[config.mk]
export PLATFORM = sky130hd
export DESIGN_NAME = ctms_top
export DESIGN_NICKNAME = d
export VERILOG_FILES = /design/src/ctms_prio.v /design/src/ctms_slot.v /design/src/ctms_top.v
export VERILOG_INCLUDE_DIRS = /design/src
export SDC_FILE = /design/constraint.sdc
export NUM_CORES = 1
export LEC_CHECK = 0
export CAP_MARGIN = 0
export CORE_MARGIN = 2
export CORE_UTILIZATION = 55
export CTS_BUF_LIST = sky130_fd_sc_hd__clkbuf_2 sky130_fd_sc_hd__clkbuf_4 sky130_fd_sc_hd__clkbuf_8
export CTS_CLUSTER_SIZE = 30
export DETAILED_ROUTE_END_ITERATION = 6
export DONT_BUFFER_PORTS = 1
export GPL_TIMING_DRIVEN = 0
export PLACE_DENSITY = 0.73
export SLEW_MARGIN = 20
export SYNTH_ARGS = -nofsm -noshare
export SYNTH_HDL_FRONTEND = slang
export SYNTH_SLANG_ARGS = --single-unit
export TNS_END_PERCENT = 30
[constraint.sdc]
create_clock -name pclk -period 1.5 [get_ports pclk]
set_clock_uncertainty 0.15 [all_clocks]
set_input_delay 0.15 -clock pclk [delete_from_list [all_inputs] [get_ports pclk]]
set_output_delay 0.15 -clock pclk [all_outputs]
set_load 0.03 [all_outputs]
[src/ctms_map.vh]
// Register map, field positions and reset values of the transmit mailbox status block
`ifndef CTMS_MAP_VH
`define CTMS_MAP_VH
`define CTMS_ADDR_STATUS 12'h008
`define CTMS_ADDR_IRQ_STAT 12'h020
`define CTMS_ADDR_IRQ_MASK 12'h024
`define CTMS_ADDR_REQUEST 12'h028
`define CTMS_GRP_W 8
`define CTMS_F_DONE 0
`define CTMS_F_OK 1
`define CTMS_F_ALST 2
`define CTMS_F_ERR 3
`define CTMS_F_ABORT 7
`define CTMS_F_CODE_LO 24
`define CTMS_F_EMPTY_LO 26
`define CTMS_F_LOW_LO 29
`define CTMS_RESET_STATUS 32'h1C00_0000
`define CTMS_ZERO32 32'h0000_0000
`define CTMS_IRQ_W 3
`endif

[src/ctms_prio.v]
// Lowest-priority pick and next-free mailbox code for three mailboxes
`timescale 1ns/1ns
`default_nettype none
module ctms_prio (
  input wire [2:0] pend, // Mailboxes waiting to send
  input wire [2:0] prio_low, // Mailboxes ranked lowest by the engine
  output reg [2:0] low_flags, // Lowest-priority flags
  output reg [1:0] code // Next empty or lowest-priority mailbox
);
  reg [1:0] low_idx;
  reg [1:0] rank_idx;
  reg multi;

  // Flags only mean something with two or more mailboxes waiting
  always @* begin
    multi = (pend[0] & pend[1]) | (pend[0] & pend[2]) | (pend[1] & pend[2]);
    // Engine ranking alone, used for the code while nothing waits
    rank_idx = 2'd0;
    if (prio_low[2]) begin
      rank_idx = 2'd2;
    end else if (prio_low[1]) begin
      rank_idx = 2'd1;
    end
    // A ranking that names an idle mailbox must never flag it, so the
    // highest-numbered waiting mailbox stands in for it
    low_idx = 2'd0;
    if (pend[2]) begin
      low_idx = 2'd2;
    end else if (pend[1]) begin
      low_idx = 2'd1;
    end
    if (prio_low[0] && pend[0]) begin
      low_idx = 2'd0;
    end else if (prio_low[1] && pend[1]) begin
      low_idx = 2'd1;
    end else if (prio_low[2] && pend[2]) begin
      low_idx = 2'd2;
    end
    low_flags = 3'b000;
    if (multi) begin
      low_flags[low_idx] = 1'b1;
    end
    if (pend == 3'b000) begin
      code = rank_idx;
    end else if (!pend[0]) begin
      code = 2'd0;
    end else if (!pend[1]) begin
      code = 2'd1;
    end else if (!pend[2]) begin
      code = 2'd2;
    end else begin
      code = low_idx;
    end
  end
endmodule // ctms_prio
`default_nettype wire

[src/ctms_slot.v]
// Per-mailbox pending, abort and completion flag logic
`timescale 1ns/1ns
`default_nettype none
module ctms_slot (
  input wire pclk, // Bus clock
  input wire presetn, // Async reset, active low
  input wire req_set, // Software raises a transmit request
  input wire abort_wr, // Software writes 1 to the abort bit
  input wire done_wr1, // Software writes 1 to request-complete
  input wire eng_done, // Engine: attempt or abort finished
  input wire eng_ok, // Engine: finished attempt succeeded
  input wire eng_err, // Engine: failed by bus error
  input wire eng_alst, // Engine: failed by lost arbitration
  output reg pend_reg, // Message waiting to be sent
  output reg abort_reg, // Abort request pending
  output reg done_reg, // Request complete
  output reg ok_reg, // Last attempt succeeded
  output reg alst_reg, // Arbitration lost
  output reg err_reg // Transmission error
);
  reg pend_next;
  reg abort_next;
  reg done_next;
  reg ok_next;
  reg alst_next;
  reg err_next;
  wire clr_done;
  wire finish;

  // A finished request (sent, or aborted) leaves the mailbox idle
  assign finish = pend_reg & (eng_done | abort_reg);
  // Clear causes; the hardware set below takes precedence
  assign clr_done = done_wr1 | req_set;

  ////////////////////////////////////////////////////////////////////////
  // Next-state logic
  always @* begin
    pend_next = pend_reg;
    abort_next = abort_reg;
    done_next = done_reg;
    ok_next = ok_reg;
    alst_next = alst_reg;
    err_next = err_reg;
    if (clr_done) begin
      done_next = 1'b0;
      ok_next = 1'b0;
      alst_next = 1'b0;
      err_next = 1'b0;
    end
    if (abort_wr && pend_reg) begin
      abort_next = 1'b1;
    end
    if (finish) begin
      pend_next = 1'b0;
      abort_next = 1'b0;
      done_next = 1'b1;
    end
    if (pend_reg && eng_done && !abort_reg) begin
      ok_next = eng_ok;
      err_next = eng_err | (err_reg & ~clr_done);
      alst_next = eng_alst | (alst_reg & ~clr_done);
    end
    if (req_set && !pend_reg) begin
      pend_next = 1'b1;
    end
  end

  // Flag storage
  always @(posedge pclk or negedge presetn) begin
    if (!presetn) begin
      pend_reg <= 1'b0;
      abort_reg <= 1'b0;
      done_reg <= 1'b0;
      ok_reg <= 1'b0;
      alst_reg <= 1'b0;
      err_reg <= 1'b0;
    end else begin
      pend_reg <= pend_next;
      abort_reg <= abort_next;
      done_reg <= done_next;
      ok_reg <= ok_next;
      alst_reg <= alst_next;
      err_reg <= err_next;
    end
  end
endmodule // ctms_slot
`default_nettype wire

[src/ctms_top.v]
// APB slave for the transmit mailbox status register with interrupt
`timescale 1ns/1ns
`default_nettype none
`include "ctms_map.vh"
module ctms_top #(
  parameter NSLOT = 3 // Mailbox count
) (
  input wire pclk, // Bus clock, 20 MHz
  input wire presetn, // Async reset, active low
  input wire psel, // APB select
  input wire penable, // APB enable
  input wire pwrite, // APB direction, 1 = write
  input wire [11:0] paddr, // APB byte address
  input wire [31:0] pwdata, // APB write data
  output reg [31:0] prdata, // APB read data
  output reg pready, // APB ready
  output reg pslverr, // APB error, unmapped address
  input wire [2:0] eng_done, // Engine: attempt or abort finished
  input wire [2:0] eng_ok, // Engine: attempt succeeded
  input wire [2:0] eng_err, // Engine: bus error
  input wire [2:0] eng_alst, // Engine: arbitration lost
  input wire [2:0] eng_prio_low, // Engine: lowest-priority ranking
  output reg [2:0] eng_pend, // To engine: mailbox waiting to send
  output reg [2:0] eng_abort, // To engine: abort requested
  output reg irq // Interrupt, level, active high
);
  wire [2:0] pend;
  wire [2:0] abrt;
  wire [2:0] done;
  wire [2:0] ok;
  wire [2:0] alst;
  wire [2:0] err;
  wire [2:0] low_flags;
  wire [1:0] code;
  wire [2:0] req_set;
  wire [2:0] abort_wr;
  wire [2:0] done_wr1;
  wire [2:0] done_rise;
  wire setup;
  wire wr;
  wire hit_stat;
  wire hit_ist;
  wire hit_msk;
  wire hit_req;
  wire mapped;
  reg [2:0] done_d_reg;
  reg [2:0] ist_reg;
  reg [2:0] ist_next;
  reg [2:0] msk_reg;
  reg [31:0] status;
  reg [31:0] rd_next;
  integer j;

  ////////////////////////////////////////////////////////////////////////
  // Bus decode: one wait-free access, answered in the access phase.
  // Writes land at the access edge, where the master sees pready high,
  // so a transfer that the master never completes changes nothing
  assign setup = psel & ~penable;
  assign wr = psel & penable & pready & pwrite;
  assign hit_stat = (paddr == `CTMS_ADDR_STATUS);
  assign hit_ist = (paddr == `CTMS_ADDR_IRQ_STAT);
  assign hit_msk = (paddr == `CTMS_ADDR_IRQ_MASK);
  assign hit_req = (paddr == `CTMS_ADDR_REQUEST);
  assign mapped = hit_stat | hit_ist | hit_msk | hit_req;

  ////////////////////////////////////////////////////////////////////////
  // Mailbox slices, identical per mailbox
  genvar g;
  generate
    for (g = 0; g < NSLOT; g = g + 1) begin : g_slot
      // Abort and done strobes pick the slice's own byte group; the request strobe takes bit g
      assign req_set[g] = wr & hit_req & pwdata[g];
      assign abort_wr[g] = wr & hit_stat &
        pwdata[g*`CTMS_GRP_W + `CTMS_F_ABORT];
      assign done_wr1[g] = wr & hit_stat &
        pwdata[g*`CTMS_GRP_W + `CTMS_F_DONE];
      assign done_rise[g] = done[g] & ~done_d_reg[g];
      ctms_slot u_slot (
        .pclk(pclk),
        .presetn(presetn),
        .req_set(req_set[g]),
        .abort_wr(abort_wr[g]),
        .done_wr1(done_wr1[g]),
        .eng_done(eng_done[g]),
        .eng_ok(eng_ok[g]),
        .eng_err(eng_err[g]),
        .eng_alst(eng_alst[g]),
        .pend_reg(pend[g]),
        .abort_reg(abrt[g]),
        .done_reg(done[g]),
        .ok_reg(ok[g]),
        .alst_reg(alst[g]),
        .err_reg(err[g])
      );
    end
  endgenerate

  // Priority pick and mailbox code
  ctms_prio u_prio (
    .pend(pend),
    .prio_low(eng_prio_low),
    .low_flags(low_flags),
    .code(code)
  );

  ////////////////////////////////////////////////////////////////////////
  // Status word; bits not assigned, including 22:20, stay zero
  always @* begin
    status = `CTMS_ZERO32;
    for (j = 0; j < NSLOT; j = j + 1) begin
      status[j*`CTMS_GRP_W + `CTMS_F_DONE] = done[j];
      status[j*`CTMS_GRP_W + `CTMS_F_OK] = ok[j];
      status[j*`CTMS_GRP_W + `CTMS_F_ALST] = alst[j];
      status[j*`CTMS_GRP_W + `CTMS_F_ERR] = err[j];
      status[j*`CTMS_GRP_W + `CTMS_F_ABORT] = abrt[j];
      status[`CTMS_F_EMPTY_LO + j] = ~pend[j];
      status[`CTMS_F_LOW_LO + j] = low_flags[j];
    end
    status[`CTMS_F_CODE_LO +: 2] = code;
  end

  // Read mux; unmapped addresses read zero
  always @* begin
    rd_next = `CTMS_ZERO32;
    if (hit_stat) begin
      rd_next = status;
    end else if (hit_ist) begin
      rd_next[`CTMS_IRQ_W-1:0] = ist_reg;
    end else if (hit_msk) begin
      rd_next[`CTMS_IRQ_W-1:0] = msk_reg;
    end else if (hit_req) begin
      rd_next[`CTMS_IRQ_W-1:0] = pend;
    end
  end

  ////////////////////////////////////////////////////////////////////////
  // Sticky interrupt status: completion events set, write 1 clears,
  // and a set in the same cycle as its clear wins so no event is lost
  always @* begin
    ist_next = ist_reg;
    if (wr && hit_ist) begin
      ist_next = ist_reg & ~pwdata[`CTMS_IRQ_W-1:0];
    end
    ist_next = ist_next | done_rise;
  end

  // Registers, bus answer and outputs
  always @(posedge pclk or negedge presetn) begin
    if (!presetn) begin
      prdata <= `CTMS_ZERO32;
      pready <= 1'b0;
      pslverr <= 1'b0;
      done_d_reg <= 3'b000;
      ist_reg <= 3'b000;
      msk_reg <= 3'b000;
      eng_pend <= 3'b000;
      eng_abort <= 3'b000;
      irq <= 1'b0;
    end else begin
      // Ready raised for the access phase only
      pready <= setup;
      pslverr <= setup & ~mapped;
      if (setup && !pwrite) begin
        prdata <= rd_next;
      end
      if (wr && hit_msk) begin
        msk_reg <= pwdata[`CTMS_IRQ_W-1:0];
      end
      done_d_reg <= done;
      ist_reg <= ist_next;
      eng_pend <= pend;
      eng_abort <= abrt;
      irq <= |(ist_next & msk_reg);
    end
  end
endmodule // ctms_top
`default_nettype wire

* Word-level counts from Yosys, hierarchy flattened
Index checks and enable logic that the tools add are counted. Widths: inputs -> output; s select.
Operators by class: $lt $le $gt $ge 2, equality and inequality tests 4, multiplexer cells 47, bitwise operators 63, reduce and logical (&&, ||, !) cells 40
Operators with widths (count):
- $eq 12x6->1 const B | 3
- $and 1x1->1 | 31
- $mux 1 | 30
- $mux 29 | 1
- $reduce_bool 2->1 | 12
- $logic_and 1x1->1 | 19
- $mux 2 | 9
- $mux 3 | 6
- $or 1x1->1 | 17
- $eq 12x4->1 const B | 1
- $not 1->1 | 11
- $logic_not 1->1 | 7
- $and 3x3->3 | 2
- $logic_not 3->1 | 1
- $lt 2x3->1 const B | 1
- $not 3->3 | 1
- $or 3x3->3 | 1
- $reduce_or 3->1 | 1
- $demux 1 s2 | 1
- $ge 2x1->1 const B | 1
Storage, ports and cells: register bits after elaboration 68, input bits 64, output and inout port bits 41, logic and storage cells 183

* Longest topological paths before layout
Gate-level depths: netlist of the first run.
depth after elaboration 11, mapped depth 6, mapped depth without buffers 4

* Hierarchy
From an unflattened synthesis of the first run, not the netlist that was laid out.
Unflattened totals: cell total of the unflattened synthesis 218, area total of the unflattened synthesis 2663.8 um^2
Modules (own cells, without submodules):
- ctms_top | times used 1, cells an instance 147, area an instance 1809.2 um^2, seq. area each 1026.0 um^2
- ctms_slot | times used 3, cells an instance 19, area an instance 252.7 um^2, seq. area each 150.1 um^2
- ctms_prio | times used 1, cells an instance 14, area an instance 96.3 um^2, seq. area each 0.0 um^2

* Least setup slack after synthesis of the first run
OpenSTA, ideal clock, no wires.
path kind input to register, start point in paddr[9], end point reg prdata[0], library setup time 0.127 ns, arrival time 1.621 ns, required time 1.223 ns, setup slack -0.398 ns, cell stages on the path 6, path buffers 2, cells stage by stage or4_4 > buf_6 > or4b_4 > buf_6 > o22ai_1 > nor2_1
Between the ends: longest elaborated chain between the ends 5, elaborated cells between the ends (all ways) 8, classes of those cells eq/ne: 4; mux: 4
RTL lines:
- from (decl) | RTL line ctms_top.v:13 | input wire [11:0] paddr,
- $eq 12x6->1 (no source line)
- $mux 3 | RTL line ctms_top.v:131 | end else if (hit_req) begin
- $mux 3 | RTL line ctms_top.v:129 | end else if (hit_msk) begin
- $mux 3 | RTL line ctms_top.v:127 | end else if (hit_ist) begin
- $mux 3 * | RTL line ctms_top.v:125 | if (hit_stat) begin
- to (signal assigned) | RTL line ctms_top.v:150 | prdata <= `CTMS_ZERO32;
- to (signal assigned) | RTL line ctms_top.v:164 | prdata <= rd_next;
- to (decl) | RTL line ctms_top.v:15 | output reg [31:0] prdata,
Mark *: on every way between the ends. The rest lies on a longest branch, timed or not. A chain may end at the register's enable or synchronous reset.

* Worst setup path in the final report of the first run
start point reg pready, end point reg g_slot[2].u_slot.abort_reg
Between the ends: longest elaborated chain between the ends 6
RTL lines:
- from (decl) | RTL line ctms_top.v:16 | output reg pready,
- from (signal assigned) | RTL line ctms_top.v:161 | pready <= setup;
- $and 1x1->1 (2 in a row) | RTL line ctms_top.v:59 | assign wr = psel & penable & pready & pwrite;
- $and 1x1->1 (2 in a row) | RTL line ctms_top.v:73 | assign abort_wr[g] = wr & hit_stat &
- $logic_and 1x1->1 | RTL line ctms_slot.v:50 | if (abort_wr && pend_reg) begin
- $reduce_bool 2->1 (no source line)
- to (signal assigned) | RTL line ctms_slot.v:79 | abort_reg <= abort_next;
- to (decl) | RTL line ctms_slot.v:15 | output reg abort_reg,
Every way passes these cells.

==> impl.org, run 1 <==
** Logic synthesis
- Part of the Yosys area used for sequential elements :: 56.79%
- Distinct cells, synth :: 39
- After synthesis, the share of flip-flops with an asynchronous set or reset is 100.0%.
- Synthesis inferred 59 register bits.
- Count of yosys warnings during synthesis :: 0
- The synthesized design spends more area on one cell type than any other, namely dfrtp_1.
- Most area-consuming cells after synthesis :: dfrtp_1 57%, a22o_1 8.4%, mux2_2 3.5%, nor2b_1 2.9%, buf_4 2.6%
- Mapped Area :: 2600 µm²
- Synth Area per Inst :: 11.66 µm²
- Counting every instance in the synthesized netlist gives 223.
- Among all flip-flop cells after synthesis, the most frequent one is dfrtp_1.
- Number of synthesized flops with an enable pin :: 0
- The share of synthesized area in the top cell type comes to 56.79%.

** GRT
- Via count of the first global-routing pass :: 1918
- Global routing finished with a remaining overflow of 0.
- Wire length of the first global-routing pass :: 9.390 mm
- Pin count of the biggest net entering global routing :: 60
- Antenna violations before repair :: 0
- For this run, the total global-route usage over all layers was measured as 23.87%.

** Cells and area
- Register ranked first by flip-flop count :: prdata
- Share of final-layout standard cells stronger than drive strength 1 :: 26.45%
- From synthesis to final layout, the design area changed by 27.00%.
- Number of nets in the finished design :: 335
- The number of antenna diodes in the final layout is 0.
- Largest register FFs :: 23

** Setup path
- Among cell families on the critical path, the largest total delay comes from simple AND/OR/NAND/NOR gates.
- The worst setup path is launched from a flip-flop.
- Crit path required time :: 1.62 ns
- Together, buffers and inverters on the worst path number 2.
- On the worst path, the slowest cell contributes a delay of 0.45 ns.
- At the worst endpoint, the arrival time is 1.81 ns.
- Cell type of the slowest stage on the worst timing path :: dfrtp_2
- The worst setup path is captured at a flip-flop.
- Chain of cells forming the critical path :: nand4_1, buf_6, nor4_4, buf_6, nor2b_4, a41o_1
- The worst setup path is of the flip-flop to flip-flop kind.
- Most frequent cell on the critical path :: buf_6
- Along the worst path, the maximum fanout reaches 7.

** Timing
- WHS :: -0.6453 ns
- Max frequency :: 0.5942 GHz
- Slew of the pin with the lowest slew margin :: 0.5960 ns
- Setup repair after global routing could not meet its margin everywhere.
- The worst pin sits at a relative slew slack of 60.27%.
- The count of endpoints failing hold in the final timing report came to 59.
- Setup violations remaining at the end of the flow were counted as 25.
- Slew Viols, Final :: 0
- Final period utilization :: 112.2%
- Minimum clock period after layout :: 1.683 ns
- In the post-route analysis, the smallest setup slack over all paths is -0.1828 ns.

** Pwr
- Seq pwr share :: 50.2%
- Part of the power in the clock network :: 43.2%
- In this run switching power makes up 22.72% of total power.
- For this design the total switching power over the nets is 0.0007590 W.
- Overall power consumption after layout is estimated at 0.003341 W.
- VDD IR max :: 483.3 µV
- Cell internal power was estimated by the tool at 0.002582 W.
- Portion of total power attributed to combinational logic :: 6.6%
- Power density over the cells :: 1012 nW/µm²
- In this run the static leakage power is 1.580 nW.

** Clock tree
- Hold repair after CTS inserted 24 buffers.
- CTS saw 59 sinks.
- TritonCTS built the clock tree.
- No sink is reached through more buffers than the 2 on the longest clock path.
- The tree is rooted in a clkbuf_8.
- Clock network latency to the later pin of the worst-skew pair :: 0.33 ns
- Clock Pin Slew Worst Setup and Hold Paths :: 0.07 ns
- TritonCTS created 9 clock buffers.
- Deepest level of the CTS H-tree :: 3

** Floorplanning
- Overall die width :: 72.76 µm
- The initialized floorplan defines 25 standard-cell rows.
- The die is 72.76 µm tall.
- Initial Utilization :: 56.16%
- Boundary Pins :: 105
- The floorplan step defined a die boundary enclosing 5293 µm².
- The core region is 4629 µm².

** Run
- Max-cap violations in this run came to 0.

** Hold path
- The worst hold path belongs to the class input pin to async pin.

** Detailed routing
- Router iterations before antenna repair :: 4
- For this block, the routed nets add up to 5.931 mm of wire.
- Via count of the routed design :: 2000
- Iter 0 DRT Violations :: 97
- Dividing the detail-routed via count by the number of cells gives 6.061.
- For this run, design rule violations remaining after detail routing come to 0.
- Per-cell routed wire length :: 17.97 µm
- Remaining antenna violation count after routing :: 0

** Placement
- During placement, the flow inserted port buffers numbering 0.
- The congestion estimate from routability-driven global placement came to 0.7972.
- Final HPWL from detailed placement :: 3.913 mm

** Run status
- The checks that failed: hold timing, setup timing.
- The flow ran to the end, but the final reports show violations.
[what timing repair did]
action	in CTS	in global routing
setup endpoints to repair	42	43
gates resized for setup	13	21
buffers inserted	2	4
hold endpoints to repair	94	59
pin swaps	7	6
[cell families after synthesis]
| family | Yosys count | share of synthesized area (%) |
|---|---|---|
| AO/OA/AOI/OAI | 62 | 17.57 |
| buffers and inverters | 26 | 5.678 |
| flip-flops | 59 | 56.79 |
| multiplexers | 8 | 3.465 |
| other | 1 | 0.1442 |
| AND/OR/NAND/NOR | 67 | 16.36 |
[synthesized netlist by cell type, types with 3 or more instances]
| cell | count |
|---|---|
| nand3_1 | 5 |
| nor2_1 | 9 |
| dfrtp_1 | 59 |
| nor2b_1 | 12 |
| nand2b_1 | 3 |
| mux2_2 | 8 |
| buf_4 | 9 |
| o21ai_1 | 6 |
| o21ai_0 | 11 |
| o22ai_1 | 3 |
| inv_1 | 6 |
| a21oi_1 | 3 |
| nand4_1 | 4 |
| a221oi_1 | 3 |
| a41o_1 | 3 |
| nand2_1 | 15 |
| clkbuf_1 | 8 |
| a22o_1 | 25 |
| nor4b_1 | 3 |
[cells in the final DEF, fill, tap and decap left out, types with 4 or more instances in the layout]
| cell | netlist | routed |
|---|---|---|
| inv_1 | 6 | 5 |
| o21ai_1 | 6 | 6 |
| clkbuf_1 | 8 | 4 |
| dlygate4sd3_1 | 0 | 24 |
| nor2_1 | 9 | 8 |
| dfrtp_1 | 59 | 56 |
| nand3_1 | 5 | 4 |
| clkbuf_8 | 0 | 10 |
| conb_1 | 1 | 9 |
| buf_4 | 9 | 12 |
| buf_6 | 2 | 6 |
| a22o_1 | 25 | 25 |
| nand4_1 | 4 | 4 |
| mux2_2 | 8 | 5 |
| o21ai_0 | 11 | 8 |
| nand2_1 | 15 | 12 |
| nor2b_1 | 12 | 11 |
[through the flow]
step / utilization [%] / worst slack, ns / setup TNS, ns / area, µm² / std cells
floorplan: - / -0.3527 / -10.44 / 2660 / 231
global placement: 58.92 / -0.4864 / -17.45 / 2728 / 285
detailed placement: 58.92 / -0.5149 / -17.99 / 2728 / 285
CTS: 69.51 / -0.1316 / -2.196 / 3218 / 326
global route: 71.32 / -0.2327 / -3.657 / 3302 / 330
finish: 71.32 / -0.1828 / -2.588 / 3302 / 330
[routing by layer]
metal / share of wire, % / wire length (µm) / vias to the layer above / track usage, %
li1: - / - / 906 / -
met5: 0 / 0 / - / 0
met2: 48 / 2873 / 66 / 35.35
met1: 43 / 2578 / 1018 / 32.57
met3: 6.5 / 387 / 10 / 8.149
met4: 1.5 / 91 / 0 / 9.259
[final timing paths]
path,start,endpoint,slack [ns],cells past startpoint
worst max-delay path,pready,g_slot[2].u_slot.abort_reg,-0.18,6
worst min-delay path,presetn,prdata[2],-0.65,0
worst max register to register,pready,g_slot[2].u_slot.abort_reg,-0.18,6
worst min register to register,g_slot[1].u_slot.done_reg,done_d_reg[1],0.29,0
max in group asynchronous,presetn,g_slot[1].u_slot.pend_reg,1.73,0
min in group pclk,eng_prio_low[1],prdata[24],0.01,3
[cell type report]
cell class,instances,area (µm²)
Timing Repair Buffer,30,296.5
Inverter,6,22.52
Fill cell,336,1328
Clock buffer,12,152.6
Tap cell,54,67.56
Buffer,19,131.4
Clock inverter,4,50.05
Sequential cell,59,1480
Multi-Input combinational cell,146,1101
[power by group through the flow]
stage	clock network, W	logic, W	registers [W]
6_report	0.00144	0.000221	0.00168
2_1_floorplan	0	0.000137	0.00170
5_1_grt	0.00155	0.000237	0.00168
3_3_place_gp	0	0.000149	0.00171
4_1_cts	0.00147	0.000214	0.00168
3_5_place_dp	0	0.000151	0.00171
Note: power is estimated with default switching activity, not from simulation.
==> run 2, diff against run 1 <==
Settings changed: GPL_TIMING_DRIVEN 0 to 1, TNS_END_PERCENT 30 to 20.
==> run 2 against run 1 <==
Against the previous run: the flow still finishes with violations (hold timing, setup timing); highest routed layer unchanged; register-to-register slack better by 0.13 ns; via count down 2.8%; setup slack gained 0.13 ns; sequential share of layout area down 0.063 points; critical endpoint is now msk_reg[2]; critical path type unchanged.
==> impl.org, run 2 (synthesized netlist as in run 1, its figures left out) <==
** Run status
- Outcome :: complete, but fails checks
- Failing checks :: hold timing, setup timing

** Setup path
- The number of cells on the worst reg-to-reg path is 5.
- In this run the register-to-register setup slack is -0.05 ns.
- Among cell families on the critical path, the largest total delay comes from flip-flops.
- Worst path arrival time :: 1.63 ns
- Worst Path Max Fanout :: 3
- Walking the worst path, the cells encountered are nand4_1, buf_4, inv_1, and3_4, mux2_2.
- The slowest stage of the critical path is the dfrtp_1 cell.
- Count of cell instances traversed by the critical path :: 5
- Together, buffers and inverters on the worst path number 2.
- The worst setup path is captured at a flip-flop.
- STA classifies the critical path startpoint as a flip-flop.
- Worst path max stage delay :: 0.37 ns
- STA puts the critical path data required time at 1.58 ns.
- Type of the worst setup path :: flip-flop to flip-flop

** Pwr
- Power Internal :: 0.002756 W
- Part of the power in the clock network :: 47.2%
- For this design the static power due to leakage is 1.587 nW.
- Portion of total power attributed to combinational logic :: 5.9%
- In this run the power density over the cells is 1082 nW/µm².
- In this run switching power makes up 22.74% of total power.
- Seq pwr share :: 46.9%
- Overall power consumption :: 0.003568 W
- VDD IR max :: 597.8 µV
- Switching power :: 0.0008114 W

** Clock tree
- CTS tree :: yes
- Max clock buf depth :: 2
- Clock Pin Slew Worst Setup and Hold Paths :: 0.07 ns
- Root buffer selected by CTS :: clkbuf_8
- TritonCTS buffer count :: 9
- For the worst-skew pair, the clock arrives at the later sink with an insertion delay of 0.34 ns.
- Clock sink count :: 59
- The H-tree was split into 3 levels.

** Floorplanning
- Overall die width :: 72.76 µm
- The floorplan step defined a core boundary enclosing 4629 µm².
- The initial utilization of the core area, before any placement, comes to 56.16%.
- Boundary Pins :: 105
- Die Span Y :: 72.76 µm
- The floorplan has 25 rows.
- The floorplan step defined a die boundary enclosing 5293 µm².

** Timing
- RSZ-0062 raised after global routing :: true
- After layout, the worst path uses 103.5% of the clock period.
- Count of endpoints failing setup in the final report :: 5
- Count of endpoints failing hold in the final timing report :: 59
- Once routing completed, OpenROAD measured the worst setup slack at -0.05266 ns.
- The max-slew violation count was 0.
- Hold timing on the final database bottoms out at a slack of -0.6534 ns.
- Max frequency :: 0.6441 GHz
- For the finished layout, the period the worst path requires is 1.553 ns.

** Cells and area
- prdata holds more flip-flops than any other register.
- Share of final-layout standard cells stronger than drive strength 1 :: 23.64%
- P&R area growth vs syn :: 26.85%
- Commonest non-fill, non-tap cell in the layout :: dfrtp_1
- Number of nets in the finished design :: 334
- Most frequent cells in the layout :: 59 x dfrtp_1, 25 x a22o_1, 25 x dlygate4sd3_1, 21 x buf_4, 12 x nand2_1
- The number of antenna diodes in the final layout is 0.
- Largest register FFs :: 23
- Final core utilization :: 71.24%

** Detailed routing
- Remaining antenna violation count after routing :: 0
- After detailed routing, the number of remaining DRC violations is 0.
- Summed over all layers, the routed wires come to 6.131 mm.
- Router iterations before antenna repair :: 4
- Per-cell routed wire length :: 18.64 µm
- Iter 0 DRT Violations :: 165
- Via count of the routed design :: 1945
- Routed via count divided by cell count :: 5.912

** Placement
- Routability-driven placement finished with a final weighted congestion of 0.8067.
- Final HPWL from detailed placement :: 3.985 mm
- During placement, the flow inserted port buffers numbering 0.

** GRT
- Via count of the first global-routing pass :: 1958
- Pin count of the biggest net entering global routing :: 60
- Remaining Overflow, GRT :: 0
- Wire length of the first global-routing pass :: 9.549 mm
- Total routing resource utilization after global routing :: 24.52%
- The initial antenna violation count came to 0.

** Run
- Max-cap violations in this run came to 0.

** Hold path
- Type of the tightest min-delay check :: input pin to async pin
-- run 2: changes by cell type in the layout (fill, tap and decap cells not counted), sizes merged --
cell	change
clkinvlp	-1
clkbuf	-5
clkinv	+1
bufinv	+1
dlygate4sd3	+1
buf	+2
-- run 2: worst paths after layout --
check,start,endpoint
max,pready,msk_reg[2]
min,presetn,prdata[2]
max reg2reg,pready,msk_reg[2]
min reg2reg,g_slot[2].u_slot.abort_reg,eng_abort[2]
max in group asynchronous,presetn,ist_reg[1]
min in group pclk,paddr[0],pslverr
-- run 2: through the flow --
step                      setup slack (ns)  std cells  instance area (µm²)  setup TNS [ns]
after floorplan                    -0.3527        231                 2659          -10.50
after global placement             -0.3149        286                 2770          -10.78
after detailed placement           -0.3652        286                 2770          -11.89
after CTS                         -0.04449        326                 3249         -0.3414
after global routing               -0.1155        329                 3298          -1.560
final                             -0.05266        329                 3298         -0.1739
-- run 2: power groups by stage --
stage / Combinational (W) / Sequential [W] / Clock (W)
after floorplan: 0.000137 / 0.00170 / 0
after global placement: 0.000135 / 0.00170 / 0
after detailed placement: 0.000138 / 0.00170 / 0
after CTS: 0.000199 / 0.00167 / 0.00170
after global routing: 0.000226 / 0.00167 / 0.00177
final: 0.000211 / 0.00167 / 0.00168
-- run 2: worst register-to-register path, cell delays in order, from the launching register on --
cell and delay (ns):
dfrtp_1 0.37, nand4_1 0.17, buf_4 0.19, inv_1 0.05, and3_4 0.18, mux2_2 0.33
-- run 2: area by class of cell --
cell class / instances / area [µm²]
well taps: 54 / 67.56
flip-flops and latches: 59 / 1476
clock buffers: 11 / 151.4
repair buffers: 48 / 439.2
clock inverters: 5 / 85.08
fillers: 329 / 1331
multi-input cells: 146 / 1056
inverters: 6 / 22.52
-- run 2: routing by layer --
layer | global-route usage, % | share of wire (%) | vias to the layer above
met1 | 32.63 | 44 | 973
met2 | 38.28 | 48 | 64
li1 | - | - | 896
met3 | 5.249 | 5.5 | 12
met4 | 11.93 | 2.1 | 0
met5 | 0 | 0 | -
-- run 2: what timing repair did --
item	CTS	global route
endpoints found under the hold margin	94	67
pin swaps	3	6
hold buffers	24	1
endpoints found under the setup margin	21	24
setup buffers	0	2
resized for setup	1	8
